### src/verilog/prox_scan_pkg.sv
/*
  constants and carrier types for the proximity scan sequencer.
  assumes a 250 MHz system clock and a front end that reports one result per scan.
*/
package prox_scan_pkg;

  // system clock
  localparam int unsigned CLK_MHZ = 250;

  // sleep intervals in ms, the shortest of each allowed range
  localparam int unsigned SLEEP_NORMAL_MS = 69;
  localparam int unsigned SLEEP_LOWPOWER_MS = 572;

  // sleep intervals in clock cycles
  localparam logic [31:0] SLEEP_NORMAL_CYCLES = 32'(SLEEP_NORMAL_MS * 1000 * CLK_MHZ);
  localparam logic [31:0] SLEEP_LOWPOWER_CYCLES = 32'(SLEEP_LOWPOWER_MS * 1000 * CLK_MHZ);

  // width of the digitised sensitivity level and of the sleep counter
  localparam int unsigned SENS_W = 4;
  localparam int unsigned TIMER_W = 32;

  // reset values
  localparam logic [SENS_W-1:0] SENS_RESET = 4'h0;
  localparam logic [TIMER_W-1:0] TIMER_RESET = 32'h0000_0000;

  // scan result delivered by the analog front end
  typedef struct packed {
    logic proximity;
    logic touch;
  } scan_result_t;

  // sequencer states
  typedef enum logic [1:0] {
    ST_START,
    ST_SCAN,
    ST_SLEEP
  } seq_state_t;

endpackage

### src/verilog/sleep_timer.sv
/*
  down-counting sleep interval timer.
  assumes the caller loads it once per sleep and watches the expired level.
*/
`timescale 1ns/100ps
module sleep_timer (
  // clock, reset, enable
  input wire logic clk_in,
  input wire logic rst_n_in,
  input wire logic ce_in,
  // load request and count
  input wire logic load_in,
  input wire logic [prox_scan_pkg::TIMER_W-1:0] count_in,
  // expiry level
  output logic expired_out
);

  logic [prox_scan_pkg::TIMER_W-1:0] count_reg;

  // load wins over the decrement so a new interval never inherits a stale count
  always_ff @(posedge clk_in or negedge rst_n_in) begin
    if (!rst_n_in) begin
      count_reg <= prox_scan_pkg::TIMER_RESET;
    end else if (ce_in) begin
      if (load_in) begin
        count_reg <= count_in;
      end else if (count_reg != prox_scan_pkg::TIMER_RESET) begin
        count_reg <= count_reg - 32'h0000_0001;
      end
    end
  end

  assign expired_out = (count_reg == prox_scan_pkg::TIMER_RESET);

endmodule

### src/verilog/proximity_scan_sequencer.sv
/*
  scan and sleep sequencer of a single-channel capacitive proximity detector.
  assumes a front end that starts a scan on a pulse and answers with one done pulse
  and a result; the mode pin and sensitivity level are synchronous to the clock.
*/
// Behaviour
// - with the mode pin high and no detection, sleep a normal interval after each scan.
// - with the mode pin low and no detection, sleep the long low-power interval after each scan.
// - while something is detected, scans run back to back with no sleep.
// - once detection is released, the sleep schedule of the current pin mode resumes.
// - the sensitivity level is re-sampled after every scan and used by the next one.
// - a level at supply means lowest sensitivity, a level at ground the highest.
// - any edge of the mode pin resets detection and clears the detected state.
// - the mode pin reset is accepted at any time, not only while detected.
// - a touch followed by a release clears a persistent detected state.
// - the detect pin is driven low while detected and released otherwise, open-drain.
`timescale 1ns/100ps
module proximity_scan_sequencer #(
  parameter logic [31:0] NORMAL_SLEEP_CYCLES = prox_scan_pkg::SLEEP_NORMAL_CYCLES,
  parameter logic [31:0] LOWPOWER_SLEEP_CYCLES = prox_scan_pkg::SLEEP_LOWPOWER_CYCLES
) (
  // clock, reset, enable
  input wire logic SYS_CLK_IN,
  input wire logic RST_N_IN,
  input wire logic CLK_EN_IN,
  // host side pins
  input wire logic LOWPOWER_SELECT_N_IN,
  input wire logic [prox_scan_pkg::SENS_W-1:0] SENSITIVITY_LEVEL_IN,
  output logic DETECT_OUT_N_OUT,
  output logic DETECT_OE_OUT,
  // analog front end of the sense input
  output logic SCAN_START_OUT,
  output logic FRONTEND_RESET_OUT,
  output logic [prox_scan_pkg::SENS_W-1:0] SENSITIVITY_OUT,
  input wire logic SCAN_DONE_IN,
  input wire prox_scan_pkg::scan_result_t SENSE_RESULT_IN
);

  prox_scan_pkg::seq_state_t state_reg;
  prox_scan_pkg::seq_state_t state_next;
  logic mode_prev_reg;
  logic detected_reg;
  logic touch_seen_reg;
  logic frontend_reset_reg;
  logic [prox_scan_pkg::SENS_W-1:0] sens_reg;
  logic mode_edge;
  logic scan_hit;
  logic sleep_load;
  logic sleep_expired;
  logic [31:0] sleep_count;

  // map the pin level to a sensitivity: full scale is least sensitive
  function automatic logic [prox_scan_pkg::SENS_W-1:0] level_to_sens(
    input logic [prox_scan_pkg::SENS_W-1:0] level
  );
    level_to_sens = ~level;
  endfunction

  //////////////////////////////////////////////////////////////////////////////
  // mode pin edge detect
  //////////////////////////////////////////////////////////////////////////////

  // previous pin level, reset high; a pin held high gives no edge after reset, one held low gives one
  always_ff @(posedge SYS_CLK_IN or negedge RST_N_IN) begin
    if (!RST_N_IN) begin
      mode_prev_reg <= 1'b1;
    end else if (CLK_EN_IN) begin
      mode_prev_reg <= LOWPOWER_SELECT_N_IN;
    end
  end

  // either direction counts, so the host can pulse without changing mode
  assign mode_edge = (LOWPOWER_SELECT_N_IN != mode_prev_reg);
  assign scan_hit = SENSE_RESULT_IN.proximity | SENSE_RESULT_IN.touch;

  //////////////////////////////////////////////////////////////////////////////
  // scan and sleep sequencing
  //////////////////////////////////////////////////////////////////////////////

  // next state; a pin edge restarts scanning from any state
  always_comb begin
    state_next = state_reg;
    case (state_reg)
      prox_scan_pkg::ST_START: begin
        state_next = prox_scan_pkg::ST_SCAN;
      end
      prox_scan_pkg::ST_SCAN: begin
        if (SCAN_DONE_IN) begin
          if (detected_reg || scan_hit) begin
            state_next = prox_scan_pkg::ST_START;
          end else begin
            state_next = prox_scan_pkg::ST_SLEEP;
          end
        end
      end
      prox_scan_pkg::ST_SLEEP: begin
        if (sleep_expired) begin
          state_next = prox_scan_pkg::ST_START;
        end
      end
      default: begin
        state_next = prox_scan_pkg::ST_START;
      end
    endcase
    if (mode_edge) begin
      state_next = prox_scan_pkg::ST_START;
    end
  end

  // state register
  always_ff @(posedge SYS_CLK_IN or negedge RST_N_IN) begin
    if (!RST_N_IN) begin
      state_reg <= prox_scan_pkg::ST_START;
    end else if (CLK_EN_IN) begin
      state_reg <= state_next;
    end
  end

  // load the sleep counter on the way into sleep, length by current pin mode
  assign sleep_load = (state_reg == prox_scan_pkg::ST_SCAN) &&
                      (state_next == prox_scan_pkg::ST_SLEEP);
  assign sleep_count = LOWPOWER_SELECT_N_IN ? NORMAL_SLEEP_CYCLES
                                            : LOWPOWER_SLEEP_CYCLES;

  sleep_timer u_sleep_timer (
    .clk_in(SYS_CLK_IN),
    .rst_n_in(RST_N_IN),
    .ce_in(CLK_EN_IN),
    .load_in(sleep_load),
    .count_in(sleep_count),
    .expired_out(sleep_expired)
  );

  //////////////////////////////////////////////////////////////////////////////
  // detection and stuck release
  //////////////////////////////////////////////////////////////////////////////

  // detected state; a pin edge overrides whatever the scan reports
  always_ff @(posedge SYS_CLK_IN or negedge RST_N_IN) begin
    if (!RST_N_IN) begin
      detected_reg <= 1'b0;
      touch_seen_reg <= 1'b0;
    end else if (CLK_EN_IN) begin
      if (mode_edge) begin
        detected_reg <= 1'b0;
        touch_seen_reg <= 1'b0;
      end else if (SCAN_DONE_IN && state_reg == prox_scan_pkg::ST_SCAN) begin
        if (detected_reg && touch_seen_reg && !SENSE_RESULT_IN.touch) begin
          detected_reg <= 1'b0;
          touch_seen_reg <= 1'b0;
        end else begin
          detected_reg <= scan_hit;
          touch_seen_reg <= (detected_reg | scan_hit) & (touch_seen_reg | SENSE_RESULT_IN.touch);
        end
      end
    end
  end

  // front end reset pulse so baselines restart after a pin edge
  always_ff @(posedge SYS_CLK_IN or negedge RST_N_IN) begin
    if (!RST_N_IN) begin
      frontend_reset_reg <= 1'b0;
    end else if (CLK_EN_IN) begin
      frontend_reset_reg <= mode_edge;
    end
  end

  // sensitivity sampled once per finished scan, held for the next scan
  always_ff @(posedge SYS_CLK_IN or negedge RST_N_IN) begin
    if (!RST_N_IN) begin
      sens_reg <= prox_scan_pkg::SENS_RESET;
    end else if (CLK_EN_IN && SCAN_DONE_IN && state_reg == prox_scan_pkg::ST_SCAN) begin
      sens_reg <= level_to_sens(SENSITIVITY_LEVEL_IN);
    end
  end

  //////////////////////////////////////////////////////////////////////////////
  // outputs
  //////////////////////////////////////////////////////////////////////////////

  // open drain: only ever pull low, release the pin otherwise
  assign DETECT_OUT_N_OUT = 1'b0;
  assign DETECT_OE_OUT = detected_reg;
  assign SCAN_START_OUT = (state_reg == prox_scan_pkg::ST_START) && CLK_EN_IN;
  assign FRONTEND_RESET_OUT = frontend_reset_reg;
  assign SENSITIVITY_OUT = sens_reg;

  //////////////////////////////////////////////////////////////////////////////
  // assertions
  //////////////////////////////////////////////////////////////////////////////

  logic touch_armed_reg;
  logic scan_taken;

  // a finished scan that the sequencer actually accepts
  assign scan_taken = SCAN_DONE_IN && (state_reg == prox_scan_pkg::ST_SCAN);

  // helper: the latest accepted scan reported a touch while detected;
  // any later scan or a pin edge disarms it, so only the next scan is judged
  always_ff @(posedge SYS_CLK_IN or negedge RST_N_IN) begin
    if (!RST_N_IN) begin
      touch_armed_reg <= 1'b0;
    end else if (CLK_EN_IN && (mode_edge || scan_taken)) begin
      touch_armed_reg <= !mode_edge && detected_reg && SENSE_RESULT_IN.touch;
    end
  end
endmodule

### config.mk
export PLATFORM = sky130hd
export DESIGN_NAME = proximity_scan_sequencer
export DESIGN_NICKNAME = d
export VERILOG_FILES = /design/src/verilog/prox_scan_pkg.sv /design/src/verilog/sleep_timer.sv /design/src/verilog/proximity_scan_sequencer.sv
export SDC_FILE = /design/constraint.sdc
export NUM_CORES = 1
export LEC_CHECK = 0
export BUFFER_PORTS_ARGS = -buffer_cell sky130_fd_sc_hd__buf_4
export CELL_PAD_IN_SITES_DETAIL_PLACEMENT = 0
export CELL_PAD_IN_SITES_GLOBAL_PLACEMENT = 1
export CORE_ASPECT_RATIO = 1.5
export CORE_MARGIN = 3
export CORE_UTILIZATION = 40
export CTS_CLUSTER_DIAMETER = 100
export DETAILED_ROUTE_END_ITERATION = 10
export PLACE_DENSITY_LB_ADDON = 0.1
export RECOVER_POWER = 50
export SETUP_SLACK_MARGIN = 0.3
export SYNTH_ARGS = -nofsm -noshare
export SYNTH_HDL_FRONTEND = slang
export SYNTH_SLANG_ARGS = --single-unit
export TNS_END_PERCENT = 30
### constraint.sdc
create_clock -name SYS_CLK_IN -period 2.88 [get_ports SYS_CLK_IN]
set_input_delay 0.288 -clock SYS_CLK_IN [delete_from_list [all_inputs] [get_ports SYS_CLK_IN]]
set_output_delay 0.288 -clock SYS_CLK_IN [all_outputs]
set_load 0.05 [all_outputs]
==> results.ini, run 1 <==
[worst_setup_path]
slowest_delay_ps = 480
crit_required_ps = 3100
cp.arrival_ps = 2620
cp_top_family = simple AND/OR/NAND/NOR gates
crit_path_max_fanout = 6
critical_path_class = flop to flop
path_cells = inv_1 > ha_1 > nor4b_4 > and4_2 > o2111ai_1 > or4_1 > a21oi_1
slowest_stage = or4_1
cp-end-kind = flop
worstSetupStartpointType = flop
critPathBufInv = 1

[yosys]
synth_seq_cells = 42
ys_warn_count = 0
ys_seq_area_share_pct = 40.4
syn_avg_cell_area_um2 = 9.10
syn_inst = 286
ys_types = 67
ys.flop_type = dfrtp_1
synth_fp_nets = 299
async_flop_share_pct = 100
syn_area_um2 = 2600
synth-edff-count = 0

[sta]
slew_headroom_pct = 27.1
max_freq_mhz = 417
finalHoldViolations = 0
fin_crit_ps = 2400
tightest_slew_ps = 1090
skew_ps = 9.65
timing.setup.tns_ps = 0
maxSlewViolCount = 0
setup_viol = 0
fin_crit_sh_pct = 83.4
rsz0062_at_grt = false

[cells_and_area]
mostFrequentLayoutCells = dfrtp_1 (41), buf_4 (26), nand2_1 (24), o21ai_0 (21), nor2_1 (20)
antenna_cells = 0
drive_gt1_share_pct = 16.4
fin_nets = 317
multiInputGateArea_um2 = 1420
fillCellCount = 635
largest_reg_flops = 32
final_common_cell = dfrtp_1
ff_latch_area_um2 = 1050
design_area_um2 = 2900
area_growth_pct = 11.3

[floorplanning]
dieArea_um2 = 7530
start_util_pct = 41.9
placementRows = 35
die_w_um = 71.9
die_y_um = 105
core_area_um2 = 6220
ios = 19

[global_route]
grt.overflow.total = 0
grt_max_degree = 43
grt_pass1_wl_um = 11400
grt_usage_pct = 18.8
first_global_vias = 2270
antenna_found_initial = 0

[outcome]
status = completed

[route]
wire_per_inst_um = 18.1
vias = 2327
finalWirelength_um = 6840
viasPerCell = 6.14
drc = 0
dr.pass1.iters = 4
antenna_left = 0
drt-initial-drc-count = 152

[clocking]
cts_tree = done
clk_latency_ps = 300
cts.sinks = 42
post-cts-setup-buffers = 0
cts_root_buffer = clkbuf_8
clk_path_buf_depth = 2
numCtsBuffers = 5
htreeDepth = 2
clk_pin_slew_worst_paths_ps = 90

[power]
ir_drop_uv = 493
powerDensity_nw_per_um2 = 689
p_leak_uw = 0.00118

[placed_design]
gp_congestion = 0.795
dpl.hpwl_um = 4770
placed_cell_area_um2 = 2790
io_buffer_count = 17

[min_path]
hold_class = input pin to flop

[flow_run]
maxCapViolations = 0

[metal layers]
metal	track usage [%]	up-vias	part of all wire, %
met5	0	-	0
met4	5.24	0	1.5
met3	2.50	9	3.0
met2	32.6	41	52
met1	24.2	1141	44
li1	-	1136	-
[cells by family (layout without fill, tap and decap cells)]
logic type	after synthesis	count (layout)	share of synthesized area, %
and+or+nand+nor	126	126	29.4
xor gates and xnor gates	2	2	0.673
muxes	1	1	0.432
AOI/OAI and AO/OA	86	86	22.6
DFF	42	42	40.4
adders and majority gates	2	2	0.961
other	1	1	0.144
buffers and inverters	26	45	5.43
[stage by stage]
| step | std cells | hold WS [ps] | total power, µW | utilization [%] | worst slack, ps |
|---|---|---|---|---|---|
| floorplan | 286 | -7.59 | 1390 | - | 705 |
| global placement | 370 | 324 | 1590 | 44.9 | 520 |
| detailed placement | 370 | 323 | 1590 | 44.9 | 472 |
| CTS | 379 | 167 | 2000 | 46.5 | 426 |
| global route | 379 | 188 | 2130 | 46.6 | 357 |
| finish | 379 | 172 | 2000 | 46.6 | 479 |
[final timing paths]
check | depth (start not counted) | endpoint | startpoint | slack (ps)
max | 7 | u_sleep_timer.count_reg[30]$_DFFE_PN0P_ | u_sleep_timer.count_reg[0]$_DFFE_PN0P_ | 480
min | 2 | SENSITIVITY_OUT[3]$_DFFE_PN0P_ | SENSITIVITY_LEVEL_IN[3] | 170
max reg2reg | 7 | u_sleep_timer.count_reg[30]$_DFFE_PN0P_ | u_sleep_timer.count_reg[0]$_DFFE_PN0P_ | 480
min reg2reg | 2 | SENSITIVITY_OUT[3]$_DFFE_PN0P_ | SENSITIVITY_OUT[3]$_DFFE_PN0P_ | 480
max in group asynchronous | 2 | state_reg[1]$_DFFE_PN0P_ | RST_N_IN | 1480
min in group asynchronous | 2 | u_sleep_timer.count_reg[0]$_DFFE_PN0P_ | RST_N_IN | 720
[final cells by class]
cell class	count	share of cell area (%)
Inverter	9	1.17
Timing Repair Buffer	28	7.25
Clock buffer	7	2.98
Sequential cell	42	36.3
Clock inverter	1	0.173
Tap cell	74	3.19
Multi-Input combinational cell	218	48.9
[cells in the mapped netlist (all sizes together), types with 2 or more instances]
cell type,n,area [µm²]
nand2,24,90.1
a22oi,2,15.0
inv,9,33.8
and2,2,12.5
o311ai,4,35.0
a211o,2,17.5
nand4,3,33.8
a31oi,6,37.5
or4,8,60.1
nand3,14,75.1
o22a,3,26.3
nor2,20,75.1
buf,8,63.8
a21oi,19,95.1
nand2b,3,18.8
o22ai,3,18.8
ha,2,25.0
or3b,2,17.5
o21ai,22,110
and4,3,28.8
or3,8,52.6
nand4b,3,26.3
o31ai,6,45.0
and3b,2,18.8
a41o,2,20.0
clkbuf,9,43.8
o41ai,3,45.1
a41oi,2,17.5
nor3,13,75.1
dfrtp,41,1030
and3,6,38.8
a211oi,2,15.0
nor4,10,92.6
a32o,2,20.0
[report_power, final]
part	leakage [µW]	internal [µW]	switching (µW)
registers	0.000524	725	188
logic	0.000612	265	412
clock network	0.0000482	194	213
[timing repair]
item / in CTS / in global routing
gates resized for setup: 0 / 1
endpoints found under the setup margin: 0 / 2
hold endpoints to repair: 15 / 0
hold buffers: 1 / 0
(Power assumes the default switching activity.)
==> inputs of run 2 (changes only) <==
- clock period: 2.88 -> 2.16 ns (I/O delays scaled with it)
==> run 2 against run 1 <==
Compared with the run above:
- highest routed layer unchanged
- critical path type unchanged
- via count up 8.3%
- maximum frequency grew 19%
- die area unchanged
- power up 50%
==> results.ini, run 2 (synthesis gave the netlist of run 1 again) <==
[cells_and_area]
utilization_pct = 54.0  ; +7.3 points
area_growth_pct = 28.9
largest_reg_flops = 32  ; unchanged
mostFrequentLayoutCells = buf_4 (57), dfrtp_1 (38), nand2_1 (23), nor2_1 (20)
final_common_cell = buf_4
drive_gt1_share_pct = 33.3  ; +17 points
antenna_cells = 0  ; unchanged
fin_nets = 354  ; +12%

[min_path]
hold_class = input pin to flop

[floorplanning]
placementRows = 35  ; unchanged
start_util_pct = 41.9  ; unchanged
dieArea_um2 = 7530  ; unchanged
ios = 19  ; unchanged
core_area_um2 = 6220  ; unchanged
die_y_um = 105  ; unchanged
die_w_um = 71.9  ; unchanged

[sta]
slew_headroom_pct = 27.1  ; +0.080 points
max_freq_mhz = 495  ; +19%
finalHoldViolations = 0  ; unchanged
setup_viol = 0  ; unchanged
holdWs_ps = 96.8  ; -74.9 ps
fin_crit_ps = 2020  ; -382 ps
fin_ws_ps = 141  ; -338 ps
fin_crit_sh_pct = 93.5  ; +10 points
rsz0062_at_grt = true
maxSlewViolCount = 0  ; unchanged
tightest_slew_ps = 1090  ; -1.21 ps
skew_ps = 9.65  ; +0.000360 ps
timing.setup.tns_ps = 0  ; unchanged

[route]
dr.pass1.iters = 4  ; unchanged
drt-initial-drc-count = 174  ; +14%
viasPerCell = 6.06  ; -1.4%
vias = 2519  ; +8.3%
drc = 0  ; unchanged
wire_per_inst_um = 18.0  ; -0.25%
antenna_left = 0  ; unchanged
finalWirelength_um = 7490  ; +9.5%

[worst_setup_path]
cp.arrival_ps = 2200  ; -420 ps
slowest_delay_ps = 490  ; about the same
cp-end-kind = flop
path_cells = nor4_4 > nand3_4 > o41ai_4 > nor3_1 > or3b_1
critical_path_class = flop to flop
crit_path_max_fanout = 4  ; -2
crit_required_ps = 2340  ; -760 ps
slowest_stage = o41ai_4
worstSetupStartpointType = flop

[clocking]
cts_tree = done
cts_root_buffer = clkbuf_8
htreeDepth = 2  ; unchanged
numCtsBuffers = 5  ; unchanged
clk_pin_slew_worst_paths_ps = 90  ; about the same
clk_path_buf_depth = 2  ; unchanged
cts.sinks = 42  ; unchanged
clk_latency_ps = 300  ; about the same

[placed_design]
pre_cts_ws_ps = 67.9  ; -404 ps
gp_congestion = 0.872  ; +9.6%
dpl.hpwl_um = 5220  ; +9.2%
io_buffer_count = 17  ; unchanged

[global_route]
grt_usage_pct = 20.6  ; +1.8 points
first_global_vias = 2496  ; +10%
grt_pass1_wl_um = 12300  ; +7.6%
grt_max_degree = 43  ; unchanged
grt.overflow.total = 0  ; unchanged
antenna_found_initial = 0  ; unchanged

[power]
powerDensity_nw_per_um2 = 892  ; +29%
ir_drop_uv = 572  ; +16%
p_leak_uw = 0.00139  ; +17%

[outcome]
status = completed

[flow_run]
maxCapViolations = 0  ; unchanged

run 2: worst paths after layout:
path | from | to | slack (ps) | cells after the start
min reg2reg | SENSITIVITY_OUT[0]$_DFFE_PN0P_ | SENSITIVITY_OUT[0]$_DFFE_PN0P_ | 480 | 2
max reg2reg | u_sleep_timer.count_reg[27]$_DFFE_PN0P_ | u_sleep_timer.count_reg[17]$_DFFE_PN0P_ | 140 | 5
max | u_sleep_timer.count_reg[27]$_DFFE_PN0P_ | u_sleep_timer.count_reg[17]$_DFFE_PN0P_ | 140 | 5
max in group asynchronous | RST_N_IN | DETECT_OE_OUT$_DFFE_PN0P_ | 760 | 2
min | SENSITIVITY_LEVEL_IN[1] | SENSITIVITY_OUT[1]$_DFFE_PN0P_ | 100 | 2
min in group asynchronous | RST_N_IN | u_sleep_timer.count_reg[3]$_DFFE_PN0P_ | 650 | 2
run 2: repair_timing:
item | 4_1_cts | 5_1_grt
cloned | 0 | 1
pin swaps | 5 | 4
hold buffers | 1 | 0
gates resized for setup | 16 | 15
buffers inserted | 12 | 1
endpoints found under the hold margin | 41 | 0
setup endpoints to repair | 29 | 33
run 2: worst max-delay path: cells and delay by family (launching register included):
kind	cells	cell delay, ps
compound gates	1	490
flops	1	420
simple gates	4	1000
run 2: where the power goes:
group	internal [µW]	total, µW	switching (µW)
logic	562	1260	694
registers	970	1190	218
clock network	259	549	290
run 2: metal layers:
| layer | up-vias | global-route usage (%) | share of wire [%] |
|---|---|---|---|
| met5 | - | 0 | 0 |
| met4 | 0 | 6.99 | 1.7 |
| met3 | 11 | 2.50 | 3.9 |
| met2 | 59 | 36.4 | 53 |
| met1 | 1246 | 25.3 | 41 |
| li1 | 1203 | - | - |
run 2: area by class of cell:
| cell class | count | area (µm²) |
|---|---|---|
| fill | 595 | 2860 |
| multi-input combinational | 218 | 1590 |
| sequential | 42 | 1060 |
| timing repair buffer | 65 | 497 |
| tap | 74 | 92.6 |
| clock buffer | 7 | 86.3 |
| inverter | 9 | 33.8 |
| clock inverter | 1 | 5.00 |
run 2: metrics by stage:
stage | cells | total power, µW | instance area, µm²
floorplan | 286 | 1910 | 2670
global placement | 393 | 2290 | 3030
detailed placement | 393 | 2310 | 3030
CTS | 414 | 2990 | 3290
global route | 416 | 3170 | 3360
finish | 416 | 2990 | 3360
